[config.mk]
export PLATFORM = sky130hd
export DESIGN_NAME = osp_output_stage
export DESIGN_NICKNAME = d
export VERILOG_FILES = /design/src/design/osp_pkg.sv /design/src/design/osp_output_stage.sv
export SDC_FILE = /design/constraint.sdc
export NUM_CORES = 1
export LEC_CHECK = 0
export ABC_AREA = 1
export BUFFER_PORTS_ARGS = -buffer_cell sky130_fd_sc_hd__buf_4
export CORE_UTILIZATION = 40
export DETAILED_ROUTE_END_ITERATION = 8
export PLACE_DENSITY_LB_ADDON = 0.08
export SETUP_SLACK_MARGIN = 0.3
export SKIP_CTS_REPAIR_TIMING = 1
export SYNTH_ARGS = -nofsm -noshare
export SYNTH_HDL_FRONTEND = slang
export SYNTH_SLANG_ARGS = --single-unit
[constraint.sdc]
create_clock -name pclk -period 1.35 [get_ports pclk]
set_clock_uncertainty 0.1 [all_clocks]
set_input_delay 0.0675 -clock pclk [delete_from_list [all_inputs] [get_ports pclk]]
set_output_delay 0.0675 -clock pclk [all_outputs]
set_load 0.02 [all_outputs]
[src/design/osp_pkg.sv]
// osp_pkg: constants, register map and pixel carrier for the osd sync and pixel output stage
// assumes an apb master with 32-bit data and a character generator on the same clock
package osp_pkg;
	localparam int ADDR_W = 12;
	localparam logic [ADDR_W-1:0] ADDR_CTRL = 12'h0c0;
	localparam logic [ADDR_W-1:0] ADDR_MODE = 12'h0c4;
	localparam logic [ADDR_W-1:0] ADDR_BITOP = 12'h0c8;
	localparam logic [ADDR_W-1:0] ADDR_STAT = 12'h0cc;
	localparam logic [7:0] CTRL_RESET = 8'h00;
	// control register bit positions
	localparam int BIT_FLAG = 7;
	localparam int BIT_VPOL = 6;
	localparam int BIT_VEDGE = 5;
	localparam int BIT_HPOL = 4;
	localparam int BIT_CPOL = 3;
	localparam int BIT_OPOL = 2;
	localparam int BIT_VDBL = 1;
	localparam int BIT_BFE = 0;
	// bit-operation register fields
	localparam int BITOP_IDX_LSB = 0;
	localparam int BITOP_IDX_W = 3;
	localparam int BITOP_VAL = 3;
	localparam logic [BITOP_IDX_W-1:0] BITOP_FLAG_IDX = 3'h7;
	// status register field positions
	localparam int STAT_ROW_LSB = 16;
	localparam int STAT_ATTR_LSB = 24;
	// display modes
	localparam logic [1:0] MODE_OFF = 2'h0;
	localparam logic [1:0] MODE_INT = 2'h1;
	localparam logic [1:0] MODE_SHOW = 2'h2;
	localparam logic [1:0] MODE_FILL = 2'h3;
	localparam logic [2:0] COLOUR_BLACK = 3'h0;
	localparam logic [3:0] ATTR_CLEAR = 4'h0;
	localparam logic [2:0] BG_COLOUR_RESET = 3'h0;

	typedef enum logic [2:0] {
		OSP_CHAR_NORMAL,
		OSP_CHAR_NEWLINE,
		OSP_CHAR_SPACE,
		OSP_CHAR_BACKGROUND_SPACE_CHAR,
		OSP_CHAR_SPLIT
	} osp_char_t;

	typedef struct packed {
		logic valid;
		logic bit_value;
		osp_char_t kind;
		logic bg_en;
		logic [2:0] colour;
		logic end_row;
		logic reduced;
		logic dbl;
		logic outline;
		logic cell_mid;
		logic shadow;
	} osp_pix_t;
endpackage

[src/design/osp_output_stage.sv]
// osp_output_stage: sync front end, colour mapping, row latches and control registers
// assumes sync pins asynchronous to pclk, pixel stream and vector acknowledge on pclk
//
// Operation
// - row attribute latches clear to zero at each vertical scan start.
// - every new-row character outside a vertical scan start advances the screen row by one.
// - split background space applies new background at the cell midpoint.
// - ordinary space leaves stored background colour alone.
// - background colour survives vertical scans, never cleared per field.
// - background space updates colour only in display mode one or higher.
// - pixel one shows foreground and overlay active; zero shows background and, in mode two, enable.
// - in modes two and three colour outputs hold background except syncs, foreground pixels, shadow bits.
// - interrupt flag sets on vsync leading edge, clears when vectored.
// - software writing the flag sets or clears it directly.
// - vsync polarity bit selects input sense and flag edge.
// - during active vsync colours are black and overlay control inactive.
// - vertical start counter clears on vsync leading or trailing edge.
// - hsync polarity bit selects horizontal sync input sense.
// - overlay control polarity bit selects active high or low.
// - code zero is black; colour polarity bit inverts pin levels.
// - vertical doubling draws double height, normal width.
// - vertical start counts hsync units regardless of doubling.
// - fg/bg output low on foreground bits when enabled, else high.
// - single-bit writes to other bits never touch the interrupt flag.
// - mode zero stops oscillator, blacks colours, holds overlay inactive.
`timescale 1ns/1ps
module osp_output_stage #(
	parameter int VCNT_W = 10,
	parameter int ROW_W = 5,
	parameter int LINE_W = 6
) (
	input wire logic pclk,
	input wire logic presetn,
	input wire logic psel,
	input wire logic penable,
	input wire logic pwrite,
	input wire logic [osp_pkg::ADDR_W-1:0] paddr,
	input wire logic [31:0] pwdata,
	output logic [31:0] prdata,
	output logic pready,
	output logic pslverr,
	input wire logic hsync_pin,
	input wire logic vsync_pin,
	input wire osp_pkg::osp_pix_t pix,
	input wire logic irq_ack,
	output logic irq_req,
	output logic [2:0] colour_outputs,
	output logic overlay_ctrl_out,
	output logic fg_bg_out,
	output logic pixel_oscillator_en,
	output logic [VCNT_W-1:0] vertical_start_value,
	output logic [ROW_W-1:0] screen_row,
	output logic [LINE_W-1:0] glyph_line
);
	logic [7:0] ctrl_reg;
	logic [1:0] mode_reg;
	logic hs_s1_reg, hs_s2_reg, vs_s1_reg, vs_s2_reg;
	logic hs_act_d_reg, vs_act_d_reg;
	logic [3:0] attr_reg;
	logic [2:0] bg_col_reg, pend_col_reg;
	logic bg_en_reg, pend_en_reg, split_pend_reg;
	logic [VCNT_W-1:0] vcnt_reg;
	logic [ROW_W-1:0] row_reg;
	logic [LINE_W-1:0] line_reg, gl_reg;
	logic [2:0] col_reg;
	logic ctl_reg, bf_reg, osc_reg;
	logic [31:0] prdata_reg;
	logic pready_reg, pslverr_reg;

	// apb decode
	wire setup = psel & ~penable;
	wire xfer = psel & penable & pready_reg;
	wire wr = xfer & pwrite;
	wire sel_ctrl = paddr == osp_pkg::ADDR_CTRL;
	wire sel_mode = paddr == osp_pkg::ADDR_MODE;
	wire sel_bitop = paddr == osp_pkg::ADDR_BITOP;
	wire sel_stat = paddr == osp_pkg::ADDR_STAT;
	wire mapped = sel_ctrl | sel_mode | sel_bitop | sel_stat;
	wire wr_ctrl = wr & sel_ctrl;
	wire wr_bitop = wr & sel_bitop;
	wire [osp_pkg::BITOP_IDX_W-1:0] bit_idx =
		pwdata[osp_pkg::BITOP_IDX_LSB +: osp_pkg::BITOP_IDX_W];
	wire bit_val = pwdata[osp_pkg::BITOP_VAL];
	wire [31:0] rd_mux =
		sel_ctrl ? {24'h000000, ctrl_reg} :
		sel_mode ? {30'h0, mode_reg} :
		sel_stat ? (32'(attr_reg) << osp_pkg::STAT_ATTR_LSB) |
			(32'(row_reg) << osp_pkg::STAT_ROW_LSB) | 32'(vcnt_reg) :
		32'h00000000;

	// control fields
	wire vpol = ctrl_reg[osp_pkg::BIT_VPOL];
	wire vedge = ctrl_reg[osp_pkg::BIT_VEDGE];
	wire hpol = ctrl_reg[osp_pkg::BIT_HPOL];
	wire cpol = ctrl_reg[osp_pkg::BIT_CPOL];
	wire opol = ctrl_reg[osp_pkg::BIT_OPOL];
	wire vdbl = ctrl_reg[osp_pkg::BIT_VDBL];
	wire bfe = ctrl_reg[osp_pkg::BIT_BFE];
	wire flag = ctrl_reg[osp_pkg::BIT_FLAG];

	// sync sense and edges
	wire hs_act = hs_s2_reg ^ hpol;
	wire vs_act = vs_s2_reg ^ vpol;
	wire hs_lead = hs_act & ~hs_act_d_reg;
	wire vs_lead = vs_act & ~vs_act_d_reg;
	wire vs_trail = ~vs_act & vs_act_d_reg;
	wire vclr = vedge ? vs_trail : vs_lead;

	// per-bit control next values; the flag is handled apart
	logic [7:0] ctrl_next;
	genvar gi;
	generate
		for (gi = 0; gi < osp_pkg::BIT_FLAG; gi++) begin : g_ctrl
			assign ctrl_next[gi] = wr_ctrl ? pwdata[gi] :
				(wr_bitop && bit_idx == osp_pkg::BITOP_IDX_W'(gi)) ? bit_val : ctrl_reg[gi];
		end
	endgenerate
	// only a write that names the flag or a vector may move it; such a write beats the vector, the hardware set wins
	wire bitop_flag = wr_bitop & (bit_idx == osp_pkg::BITOP_FLAG_IDX);
	wire flag_sw = wr_ctrl ? pwdata[osp_pkg::BIT_FLAG] : bitop_flag ? bit_val : flag;
	assign ctrl_next[osp_pkg::BIT_FLAG] = vs_lead | (flag_sw & ~(irq_ack & ~wr_ctrl & ~bitop_flag));
	wire [1:0] mode_next = (wr & sel_mode) ? pwdata[1:0] : mode_reg;

	// character stream decode
	wire is_norm = pix.valid & (pix.kind == osp_pkg::OSP_CHAR_NORMAL);
	wire is_nl = pix.valid & (pix.kind == osp_pkg::OSP_CHAR_NEWLINE);
	wire is_bsp = pix.valid & (pix.kind == osp_pkg::OSP_CHAR_BACKGROUND_SPACE_CHAR);
	wire is_split = pix.valid & (pix.kind == osp_pkg::OSP_CHAR_SPLIT);
	wire osd_run = mode_reg != osp_pkg::MODE_OFF;
	wire ended = attr_reg[3];
	wire split_apply = split_pend_reg & pix.cell_mid;

	// background colour: space passes through untouched, never cleared per field
	wire [2:0] bg_col_next = (is_bsp & osd_run) ? pix.colour :
		split_apply ? pend_col_reg : bg_col_reg;
	wire bg_en_next = (is_bsp & osd_run) ? pix.bg_en : split_apply ? pend_en_reg : bg_en_reg;
	wire split_pend_next = (is_split & osd_run) | (split_pend_reg & ~pix.cell_mid);
	wire [2:0] pend_col_next = is_split ? pix.colour : pend_col_reg;
	wire pend_en_next = is_split ? pix.bg_en : pend_en_reg;

	// row latches, clear at scan start wins over a new line in the same cycle
	wire [3:0] attr_next = vs_lead ? osp_pkg::ATTR_CLEAR :
		is_nl ? {pix.end_row, pix.reduced, pix.dbl, pix.outline} : attr_reg;
	wire [ROW_W-1:0] row_next = vs_lead ? '0 : is_nl ? row_reg + 1'b1 : row_reg;
	wire [LINE_W-1:0] line_next = (vs_lead | is_nl) ? '0 : hs_lead ? line_reg + 1'b1 : line_reg;
	wire tall = vdbl | attr_reg[1];
	wire [LINE_W-1:0] gl_next = tall ? line_reg >> 1 : line_reg;
	wire [VCNT_W-1:0] vcnt_next = vclr ? '0 : hs_lead ? vcnt_reg + 1'b1 : vcnt_reg;

	// pixel mapping
	wire show = (mode_reg == osp_pkg::MODE_SHOW) | (mode_reg == osp_pkg::MODE_FILL);
	wire blank = ~show | vs_act | hs_act;
	wire fg_px = is_norm & pix.bit_value & ~ended;
	wire drawn = pix.valid & ~is_nl & ~ended;
	wire [2:0] int_col = (pix.valid & pix.shadow) ? osp_pkg::COLOUR_BLACK :
		fg_px ? pix.colour : bg_col_reg;
	wire ctl_int = (mode_reg == osp_pkg::MODE_FILL) |
		(drawn & (pix.shadow | fg_px | bg_en_reg));
	wire [2:0] col_next = (blank ? osp_pkg::COLOUR_BLACK : int_col) ^ {3{opol}};
	wire ctl_next = (~blank & ctl_int) ^ cpol;
	wire bf_next = ~(bfe & fg_px & ~blank);

	always_ff @(posedge pclk or negedge presetn) begin
		if (!presetn) begin
			hs_s1_reg <= 1'b0;
			hs_s2_reg <= 1'b0;
			vs_s1_reg <= 1'b0;
			vs_s2_reg <= 1'b0;
			hs_act_d_reg <= 1'b0;
			vs_act_d_reg <= 1'b0;
		end else begin
			hs_s1_reg <= hsync_pin;
			hs_s2_reg <= hs_s1_reg;
			vs_s1_reg <= vsync_pin;
			vs_s2_reg <= vs_s1_reg;
			hs_act_d_reg <= hs_act;
			vs_act_d_reg <= vs_act;
		end
	end

	always_ff @(posedge pclk or negedge presetn) begin
		if (!presetn) begin
			ctrl_reg <= osp_pkg::CTRL_RESET;
			mode_reg <= osp_pkg::MODE_OFF;
			pready_reg <= 1'b0;
			pslverr_reg <= 1'b0;
			prdata_reg <= 32'h00000000;
		end else begin
			ctrl_reg <= ctrl_next;
			mode_reg <= mode_next;
			pready_reg <= setup;
			pslverr_reg <= setup & ~mapped;
			prdata_reg <= (setup & ~pwrite) ? rd_mux : 32'h00000000;
		end
	end

	always_ff @(posedge pclk or negedge presetn) begin
		if (!presetn) begin
			attr_reg <= osp_pkg::ATTR_CLEAR;
			bg_col_reg <= osp_pkg::BG_COLOUR_RESET;
			bg_en_reg <= 1'b0;
			pend_col_reg <= osp_pkg::BG_COLOUR_RESET;
			pend_en_reg <= 1'b0;
			split_pend_reg <= 1'b0;
			row_reg <= '0;
			line_reg <= '0;
			gl_reg <= '0;
			vcnt_reg <= '0;
		end else begin
			attr_reg <= attr_next;
			bg_col_reg <= bg_col_next;
			bg_en_reg <= bg_en_next;
			pend_col_reg <= pend_col_next;
			pend_en_reg <= pend_en_next;
			split_pend_reg <= split_pend_next;
			row_reg <= row_next;
			line_reg <= line_next;
			gl_reg <= gl_next;
			vcnt_reg <= vcnt_next;
		end
	end

	always_ff @(posedge pclk or negedge presetn) begin
		if (!presetn) begin
			col_reg <= osp_pkg::COLOUR_BLACK;
			ctl_reg <= 1'b0;
			bf_reg <= 1'b1;
			osc_reg <= 1'b0;
		end else begin
			col_reg <= col_next;
			ctl_reg <= ctl_next;
			bf_reg <= bf_next;
			osc_reg <= osd_run;
		end
	end

	assign prdata = prdata_reg;
	assign pready = pready_reg;
	assign pslverr = pslverr_reg;
	assign irq_req = ctrl_reg[osp_pkg::BIT_FLAG];
	assign colour_outputs = col_reg;
	assign overlay_ctrl_out = ctl_reg;
	assign fg_bg_out = bf_reg;
	assign pixel_oscillator_en = osc_reg;
	assign vertical_start_value = vcnt_reg;
	assign screen_row = row_reg;
	assign glyph_line = gl_reg;
endmodule

==> impl_results.html, run 1 <==
<table>
<tr><th>Metric</th><th>Value</th></tr>
<tr><th colspan="2">Place</th></tr>
<tr><td>Placement-stage cell area</td><td>0.005408 mm2</td></tr>
<tr><td>DP Cell Count</td><td>757</td></tr>
<tr><td>Number of buffers inserted by port buffering</td><td>91</td></tr>
<tr><td>Post-Place Setup Slack</td><td>-0.1158 ns</td></tr>
<tr><td>HPWL after detailed placement</td><td>7.557 mm</td></tr>
<tr><td>Last weighted congestion value of the routability-driven placer</td><td>0.8992</td></tr>
<tr><th colspan="2">Timing</th></tr>
<tr><td>Final Hold Vio Count</td><td>10</td></tr>
<tr><td>Shortest period the worst path allows</td><td>1.479 ns</td></tr>
<tr><td>Fin. max-slew vios</td><td>0</td></tr>
<tr><td>Hold slack final</td><td>-0.08088 ns</td></tr>
<tr><td>Final period utilization</td><td>109.5%</td></tr>
<tr><td>Sum of negative setup slack</td><td>-1.930 ns</td></tr>
<tr><td>Fmax</td><td>676.2 MHz</td></tr>
<tr><td>Setup slack after layout</td><td>-0.1288 ns</td></tr>
<tr><td>Setup repair after global routing missed its margin</td><td>yes</td></tr>
<tr><td>Max-slew headroom</td><td>66.26%</td></tr>
<tr><td>Least-Margin Pin Slew</td><td>0.5045 ns</td></tr>
<tr><td>Final-report setup violation count</td><td>30</td></tr>
<tr><th colspan="2">Logic synthesis</th></tr>
<tr><td>Count leader, synth</td><td>sky130_fd_sc_hd__nand2_1</td></tr>
<tr><td>Main combinational cell family by area after synthesis</td><td>simple AND/OR/NAND/NOR gates</td></tr>
<tr><td>Post-synthesis share of cell area spent on full adders, half adders and majority gates</td><td>0.9205%</td></tr>
<tr><td>Number of distinct library cell variants in the gate-level netlist after synthesis</td><td>34</td></tr>
<tr><td>Instance count of the mapped netlist</td><td>498</td></tr>
<tr><td>Cell accounting for the most synthesized area</td><td>sky130_fd_sc_hd__dfrtp_1</td></tr>
<tr><td>Mean cell area of the mapped netlist</td><td>8.188 um2</td></tr>
<tr><td>Primary flip-flop cell chosen by synthesis mapping</td><td>sky130_fd_sc_hd__dfrtp_1</td></tr>
<tr><td>Simple-gate share of the synthesized area</td><td>26.76%</td></tr>
<tr><td>XOR/XNOR Fraction of Synth Area</td><td>0.8285%</td></tr>
<tr><td>Portion of netlist area occupied by mux cells</td><td>0%</td></tr>
<tr><td>Post-Syn Area</td><td>0.004078 mm2</td></tr>
<tr><td>Post-synth top area share</td><td>50.32%</td></tr>
<tr><td>Biggest area contributors in the synthesized netlist</td><td>sky130_fd_sc_hd__dfrtp_1, sky130_fd_sc_hd__nand2_1, sky130_fd_sc_hd__inv_1</td></tr>
<tr><td>Yosys warning total</td><td>0</td></tr>
<tr><td>Compound-gate portion of the synthesized area</td><td>9.696%</td></tr>
<tr><td>Total of flip-flops plus latches after synthesis</td><td>83</td></tr>
<tr><td>Share of synthesized flip-flops with an asynchronous set or reset</td><td>100.0%</td></tr>
<tr><td>Register area share after synthesis</td><td>50.97%</td></tr>
<tr><td>Most instantiated cells after synthesis</td><td>sky130_fd_sc_hd__nand2_1, sky130_fd_sc_hd__dfrtp_1, sky130_fd_sc_hd__inv_1</td></tr>
<tr><td>EDFF count, synth</td><td>0</td></tr>
<tr><th colspan="2">Layout</th></tr>
<tr><td>Count of nets after finishing</td><td>754</td></tr>
<tr><td>Multi-input logic area</td><td>0.002143 mm2</td></tr>
<tr><td>Number of flip-flops under the largest register name</td><td>19</td></tr>
<tr><td>Proportion of layout cells with a drive suffix above 1</td><td>46.73%</td></tr>
<tr><td>Area growth syn-to-layout</td><td>64.41%</td></tr>
<tr><td>Count of inserted antenna diode cells</td><td>0</td></tr>
<tr><td>Non-Filler Cell Area, Final</td><td>0.006704 mm2</td></tr>
<tr><td>FF+latch area</td><td>0.002097 mm2</td></tr>
<tr><td>Fill cells</td><td>788</td></tr>
<tr><td>Cell Count, Final, Fillers Out</td><td>822</td></tr>
<tr><th colspan="2">Min path</th></tr>
<tr><td>Min-delay worst type</td><td>primary input to register</td></tr>
<tr><th colspan="2">Critical path</th></tr>
<tr><td>Critical path class</td><td>register to register</td></tr>
<tr><td>Arrival time reported for the critical path endpoint</td><td>1.63 ns</td></tr>
<tr><td>Cell chain of the critical path</td><td>xor2_2 -&gt; nand2_4 -&gt; o21ai_4 -&gt; buf_4 -&gt; nor3_1</td></tr>
<tr><td>Delay of the slowest cell on the worst path</td><td>0.45 ns</td></tr>
<tr><td>Slowest CP cell</td><td>sky130_fd_sc_hd__dfrtp_2</td></tr>
<tr><td>Worst-path fanout max</td><td>5</td></tr>
<tr><td>Kind of start point of the critical path</td><td>register</td></tr>
<tr><td>Endpoint kind of the worst setup timing path</td><td>register</td></tr>
<tr><td>CP required</td><td>1.50 ns</td></tr>
<tr><th colspan="2">Floorplan</th></tr>
<tr><td>Core Box Area</td><td>0.009819 mm2</td></tr>
<tr><td>Vertical extent of the die</td><td>103.0 um</td></tr>
<tr><td>Die ar.</td><td>0.01060 mm2</td></tr>
<tr><td>Top Ports</td><td>129</td></tr>
<tr><td>Die Width</td><td>103.0 um</td></tr>
<tr><td>Standard-cell row count</td><td>36</td></tr>
<tr><td>Initial Utilization</td><td>41.53%</td></tr>
<tr><th colspan="2">Global route</th></tr>
<tr><td>Global-route wire length before repair</td><td>15.96 mm</td></tr>
<tr><td>Number of global-route vias before repair</td><td>3314</td></tr>
<tr><td>Number of antenna violations at the first check in global routing</td><td>0</td></tr>
<tr><td>Largest net degree at the start of global routing</td><td>84</td></tr>
<tr><td>Overflow after GRT</td><td>0</td></tr>
<tr><td>Global Route Usage Sum</td><td>19.89%</td></tr>
<tr><th colspan="2">CTS</th></tr>
<tr><td>TritonCTS Buffers</td><td>9</td></tr>
<tr><td>Clock tree root driver cell</td><td>sky130_fd_sc_hd__clkbuf_8</td></tr>
<tr><td>Sink Count</td><td>83</td></tr>
<tr><td>H-Tree Level Count</td><td>3</td></tr>
<tr><td>Maximum count of clock buffers along a single path</td><td>2</td></tr>
<tr><td>Worst-path clk slew</td><td>0.09 ns</td></tr>
<tr><td>Clock tree from TritonCTS</td><td>done</td></tr>
<tr><td>Clk_lat worst skew</td><td>0.37 ns</td></tr>
<tr><th colspan="2">Power and ir drop</th></tr>
<tr><td>Power density cells</td><td>831.0 mW/mm2</td></tr>
<tr><td>Static power due to leakage</td><td>3.222 nW</td></tr>
<tr><td>Max VDD drop</td><td>483.8 uV</td></tr>
<tr><td>Pwr Total</td><td>5.571 mW</td></tr>
<tr><th colspan="2">Detailed routing</th></tr>
<tr><td>Final routed wirelength across all metal layers</td><td>11.22 mm</td></tr>
<tr><td>Detail Route Antenna Nets</td><td>0</td></tr>
<tr><td>Count of vias placed by the detailed router</td><td>3973</td></tr>
<tr><td>Wire length per cell after detailed routing</td><td>13.65 um</td></tr>
<tr><td>DR iter-0 viols</td><td>124</td></tr>
<tr><td>Pre-antenna DRT Iters</td><td>5</td></tr>
<tr><td>Total DRC errors in the routed layout</td><td>0</td></tr>
<tr><td>Vias/cell</td><td>4.833</td></tr>
<tr><th colspan="2">Status</th></tr>
<tr><td>Failing checks</td><td>negative hold slack, negative setup slack</td></tr>
<tr><td>Outcome</td><td>complete, but fails checks</td></tr>
<tr><th colspan="2">Job</th></tr>
<tr><td>Max-cap violations</td><td>0</td></tr>
</table>
## metrics by stage
step                      utilization, %  hold slack (ns)
after floorplan                        -          -0.3281
after global placement             55.07          0.03563
after detailed placement           55.07          0.03479
after CTS                          57.47          -0.3634
after global routing               68.27         -0.06225
final                              68.27         -0.08088
## logic make-up (layout without fill, tap and decap cells)
group / after synthesis / count (layout)
AO/OA/AOI/OAI: 68 / 68
XOR/XNOR: 3 / 3
adder cells (fa/ha/maj): 3 / 3
buffers and inverters: 99 / 276
flip-flops: 83 / 83
other: 1 / 13
AND/OR/NAND/NOR: 241 / 243
## critical path, delay by kind of cell, from the launching register on
family | cells | cell delay (ns)
flip-flops | 1 | 0.45
XOR/XNOR | 1 | 0.23
AO/OA/AOI/OAI | 1 | 0.23
AND/OR/NAND/NOR | 2 | 0.19
buffers and inverters | 1 | 0.17
## final timing paths
| check | start | endpoint | slack [ns] | cells past startpoint |
|---|---|---|---|---|
| max | ctrl_reg[6] | vertical_start_value[3] | -0.13 | 5 |
| min | pix[0] | colour_outputs[1] | -0.08 | 4 |
| max reg2reg | ctrl_reg[6] | vertical_start_value[3] | -0.13 | 5 |
| min reg2reg | hs_s1_reg | hs_s2_reg | 0.28 | 0 |
| max in group asynchronous | presetn | vertical_start_value[3] | 0.61 | 3 |
| min in group asynchronous | presetn | pend_col_reg[0] | 0.18 | 3 |
## layout make-up
type	count	share of cell area (%)
clock buffer	10	2.053
clock inverter	6	1.456
inverter	81	4.759
multi-input combinational	330	31.97
sequential	83	31.28
tap	133	2.482
timing repair buffer	179	26.00
## layer usage
layer	share of wire [%]	up-vias	global-route usage (%)	routed length, um
li1	-	1958	-	-
met1	43	1877	26.77	4857
met2	50	122	31.90	5664
met3	4.5	16	4.203	506
met4	1.7	0	6.826	195
met5	0	-	0	0
## layout by cell type, fill, tap and decap left out, types with 7 or more instances in the layout
cell | synthesis | routed
sky130_fd_sc_hd__buf_4 | 15 | 83
sky130_fd_sc_hd__nand2_1 | 100 | 81
sky130_fd_sc_hd__buf_6 | 1 | 71
sky130_fd_sc_hd__dfrtp_1 | 82 | 67
sky130_fd_sc_hd__inv_1 | 80 | 64
sky130_fd_sc_hd__nor2_1 | 40 | 30
sky130_fd_sc_hd__nand3_1 | 45 | 23
sky130_fd_sc_hd__nand3_2 | 2 | 20
sky130_fd_sc_hd__dlygate4sd3_1 | 0 | 18
sky130_fd_sc_hd__nand2_2 | 5 | 17
sky130_fd_sc_hd__nor3_2 | 2 | 17
sky130_fd_sc_hd__dfrtp_2 | 0 | 15
sky130_fd_sc_hd__inv_2 | 1 | 13
sky130_fd_sc_hd__o21ai_1 | 2 | 13
sky130_fd_sc_hd__conb_1 | 1 | 13
sky130_fd_sc_hd__o21ai_2 | 1 | 12
sky130_fd_sc_hd__nor3_1 | 29 | 12
sky130_fd_sc_hd__nor2_2 | 6 | 10
sky130_fd_sc_hd__o211ai_1 | 10 | 10
sky130_fd_sc_hd__o21ai_0 | 33 | 10
sky130_fd_sc_hd__clkbuf_8 | 0 | 10
sky130_fd_sc_hd__nand4_1 | 9 | 9
sky130_fd_sc_hd__nand2_4 | 1 | 8
sky130_fd_sc_hd__nor2_4 | 1 | 7
sky130_fd_sc_hd__a21oi_1 | 12 | 7
sky130_fd_sc_hd__buf_12 | 0 | 7
## power by group
group          switching (mW)  internal [mW]
combinational           0.447          0.383
sequential             0.0771           2.57
clock                   0.981           1.11
No activity file was read; power rests on OpenSTA's default activity.
==> run 2: changes to the inputs <==
CELL_PAD_IN_SITES_DETAIL_PLACEMENT = 1   (was unset)
CELL_PAD_IN_SITES_GLOBAL_PLACEMENT = 1   (was unset)
CORE_MARGIN = 5   (was unset)
CORE_UTILIZATION = 33   (was 40)
==> run 2 against run 1 <==
  * Final cell count rose by 5.6%
  * Largest cell class unchanged
  * Global-route usage down 2.2 points
  * Combinational power increased by 10%
  * Critical path depth is 4 higher
  * The flow still finishes with violations (negative hold slack, negative setup slack)
  * Critical path type unchanged
  * Highest routed layer unchanged
  * Total power grew 14%
  * Routed wire length is 36% higher
  * Register-to-register slack got worse by 0.05 ns
  * Sequential power barely moved
==> impl_results.html, run 2 (synthesis results as in run 1) <==
<table>
<tr><th>Metric</th><th>Value</th></tr>
<tr><th colspan="2">Power and ir drop</th></tr>
<tr><td>Max VDD drop</td><td>563.0 uV</td></tr>
<tr><td>Static power due to leakage</td><td>3.363 nW</td></tr>
<tr><td>Power density cells</td><td>893.1 mW/mm2</td></tr>
<tr><th colspan="2">Global route</th></tr>
<tr><td>Largest net degree at the start of global routing</td><td>29</td></tr>
<tr><td>Global Route Usage Sum</td><td>17.70%</td></tr>
<tr><td>Number of antenna violations at the first check in global routing</td><td>0</td></tr>
<tr><td>Global-route wire length before repair</td><td>20.35 mm</td></tr>
<tr><td>Overflow after GRT</td><td>0</td></tr>
<tr><td>Number of global-route vias before repair</td><td>4018</td></tr>
<tr><th colspan="2">CTS</th></tr>
<tr><td>Clock tree from TritonCTS</td><td>done</td></tr>
<tr><td>Clock tree root driver cell</td><td>sky130_fd_sc_hd__clkbuf_16</td></tr>
<tr><td>TritonCTS Buffers</td><td>9</td></tr>
<tr><td>Sink Count</td><td>83</td></tr>
<tr><td>Worst-path clk slew</td><td>0.07 ns</td></tr>
<tr><td>H-Tree Level Count</td><td>3</td></tr>
<tr><td>Clk_lat worst skew</td><td>0.35 ns</td></tr>
<tr><td>Maximum count of clock buffers along a single path</td><td>2</td></tr>
<tr><th colspan="2">Place</th></tr>
<tr><td>Post-Place Setup Slack</td><td>-0.1876 ns</td></tr>
<tr><td>DP Cell Count</td><td>795</td></tr>
<tr><td>Last weighted congestion value of the routability-driven placer</td><td>0.8114</td></tr>
<tr><td>Number of buffers inserted by port buffering</td><td>91</td></tr>
<tr><td>Placement-stage cell area</td><td>0.005512 mm2</td></tr>
<tr><td>HPWL after detailed placement</td><td>9.797 mm</td></tr>
<tr><th colspan="2">Detailed routing</th></tr>
<tr><td>Count of vias placed by the detailed router</td><td>4157</td></tr>
<tr><td>Wire length per cell after detailed routing</td><td>17.55 um</td></tr>
<tr><td>Detail Route Antenna Nets</td><td>0</td></tr>
<tr><td>Vias/cell</td><td>4.789</td></tr>
<tr><td>Final routed wirelength across all metal layers</td><td>15.24 mm</td></tr>
<tr><td>DR iter-0 viols</td><td>250</td></tr>
<tr><td>Total DRC errors in the routed layout</td><td>0</td></tr>
<tr><td>Pre-antenna DRT Iters</td><td>4</td></tr>
<tr><th colspan="2">Floorplan</th></tr>
<tr><td>Standard-cell row count</td><td>40</td></tr>
<tr><td>Die Width</td><td>121.2 um</td></tr>
<tr><td>Initial Utilization</td><td>33.81%</td></tr>
<tr><td>Core Box Area</td><td>0.01206 mm2</td></tr>
<tr><td>Vertical extent of the die</td><td>121.2 um</td></tr>
<tr><td>Die ar.</td><td>0.01468 mm2</td></tr>
<tr><td>Top Ports</td><td>129</td></tr>
<tr><th colspan="2">Layout</th></tr>
<tr><td>Most frequent standard cell in the layout excluding fill and tap cells</td><td>sky130_fd_sc_hd__buf_4</td></tr>
<tr><td>Top library cells by usage in the layout, fill and taps aside</td><td>sky130_fd_sc_hd__buf_4, sky130_fd_sc_hd__nand2_1, sky130_fd_sc_hd__dfrtp_1, sky130_fd_sc_hd__inv_1, sky130_fd_sc_hd__buf_6</td></tr>
<tr><td>Number of flip-flops under the largest register name</td><td>19</td></tr>
<tr><td>Count of nets after finishing</td><td>765</td></tr>
<tr><td>Cell Count, Final, Fillers Out</td><td>868</td></tr>
<tr><td>Count of inserted antenna diode cells</td><td>0</td></tr>
<tr><td>Proportion of layout cells with a drive suffix above 1</td><td>51.43%</td></tr>
<tr><td>Fill cells</td><td>1353</td></tr>
<tr><td>Non-Filler Cell Area, Final</td><td>0.007101 mm2</td></tr>
<tr><td>Area growth syn-to-layout</td><td>74.13%</td></tr>
<tr><th colspan="2">Timing</th></tr>
<tr><td>Setup repair after global routing missed its margin</td><td>yes</td></tr>
<tr><td>Hold slack final</td><td>-0.05018 ns</td></tr>
<tr><td>Final period utilization</td><td>113.0%</td></tr>
<tr><td>Final-report setup violation count</td><td>34</td></tr>
<tr><td>Sum of negative setup slack</td><td>-2.886 ns</td></tr>
<tr><td>Shortest period the worst path allows</td><td>1.526 ns</td></tr>
<tr><td>Setup slack after layout</td><td>-0.1759 ns</td></tr>
<tr><td>Fin. max-slew vios</td><td>0</td></tr>
<tr><td>Final Hold Vio Count</td><td>7</td></tr>
<tr><td>Fmax</td><td>655.4 MHz</td></tr>
<tr><th colspan="2">Critical path</th></tr>
<tr><td>Worst-path fanout max</td><td>5</td></tr>
<tr><td>Slowest CP cell</td><td>sky130_fd_sc_hd__dfrtp_1</td></tr>
<tr><td>Number of buffer and inverter instances along the worst setup path</td><td>1</td></tr>
<tr><td>Number of logic stages on the critical path including buffering</td><td>9</td></tr>
<tr><td>Cell chain of the critical path</td><td>inv_2 -&gt; nand2_2 -&gt; nand2_4 -&gt; nor2_4 -&gt; nand2_2 -&gt; nor2_4 -&gt; nand3_2 -&gt; nand2_2 -&gt; nor2_1</td></tr>
<tr><td>R2r setup slk</td><td>-0.18 ns</td></tr>
<tr><td>Arrival time reported for the critical path endpoint</td><td>1.66 ns</td></tr>
<tr><td>Delay of the slowest cell on the worst path</td><td>0.40 ns</td></tr>
<tr><td>Endpoint kind of the worst setup timing path</td><td>register</td></tr>
<tr><td>Depth of the most critical reg-to-reg path</td><td>9</td></tr>
<tr><td>Kind of start point of the critical path</td><td>register</td></tr>
<tr><td>CP required</td><td>1.49 ns</td></tr>
<tr><td>Critical path class</td><td>register to register</td></tr>
<tr><td>Most common cell on crit path</td><td>sky130_fd_sc_hd__nand2_2</td></tr>
<tr><td>Cell family contributing the most delay on the critical path</td><td>simple AND/OR/NAND/NOR gates</td></tr>
<tr><th colspan="2">Min path</th></tr>
<tr><td>Hold-critical path depth</td><td>4</td></tr>
<tr><td>Min-delay worst type</td><td>primary input to register</td></tr>
<tr><th colspan="2">Job</th></tr>
<tr><td>Max-cap violations</td><td>0</td></tr>
<tr><th colspan="2">Status</th></tr>
<tr><td>Outcome</td><td>complete, but fails checks</td></tr>
<tr><td>Failing checks</td><td>negative hold slack, negative setup slack</td></tr>
</table>
run 2: cell types whose count changed in the layout (fill, tap and decap cells not counted), sizes merged:
| cell | change |
|---|---|
| buf | +11 |
| clkinv | -2 |
| clkinvlp | +2 |
| dlygate4sd3 | -2 |
| clkbuf | +1 |
| inv | +1 |
| nand2 | -1 |
| nor2 | +1 |
run 2: through the flow:
| step | utilization (%) | total power, mW |
|---|---|---|
| floorplan | - | 3.005 |
| global placement | 45.70 | 3.331 |
| detailed placement | 45.70 | 3.357 |
| CTS | 48.39 | 6.104 |
| global route | 58.87 | 6.560 |
| finish | 58.87 | 6.341 |
run 2: worst register-to-register path, stage by stage (launching register included):
cell and delay [ns]:
sky130_fd_sc_hd__dfrtp_1 0.40, sky130_fd_sc_hd__inv_2 0.07, sky130_fd_sc_hd__nand2_2 0.09, sky130_fd_sc_hd__nand2_4 0.07, sky130_fd_sc_hd__nor2_4 0.23, sky130_fd_sc_hd__nand2_2 0.14, sky130_fd_sc_hd__nor2_4 0.12, sky130_fd_sc_hd__nand3_2 0.07
sky130_fd_sc_hd__nand2_2 0.08, sky130_fd_sc_hd__nor2_1 0.05
run 2: power breakdown:
part	leakage, nW	internal (mW)	total, mW	switching [mW]
sequential	1.10	2.57	2.66	0.0855
clock	0.154	1.64	2.77	1.13
combinational	2.11	0.408	0.916	0.508
run 2: final timing paths:
kind,to,start
worst min-delay path,colour_outputs[0],pix[0]
worst min register to register,vs_s2_reg,vs_s1_reg
max in group asynchronous,pready,presetn
min in group asynchronous,ctrl_reg[2],presetn
worst max-delay path,line_reg[4],ctrl_reg[4]
worst max register to register,line_reg[4],ctrl_reg[4]
run 2: layout make-up:
cell class / instances / area [um2] / share of cell area, %
inverter: 81 / 326.6 / 4.599
tap: 168 / 210.2 / 2.960
clock inverter: 7 / 100.1 / 1.410
timing repair buffer: 190 / 1842 / 25.94
multi-input combinational: 330 / 2301 / 32.41
clock buffer: 9 / 225.2 / 3.172
sequential: 83 / 2096 / 29.52
run 2: metal layers:
metal	share of wire [%]	GRT usage (%)	vias to the layer above
met5	0	0	-
met3	3.4	3.217	16
met2	53	28.93	96
met4	1.6	6.653	0
met1	42	23.41	2052
li1	-	-	1993
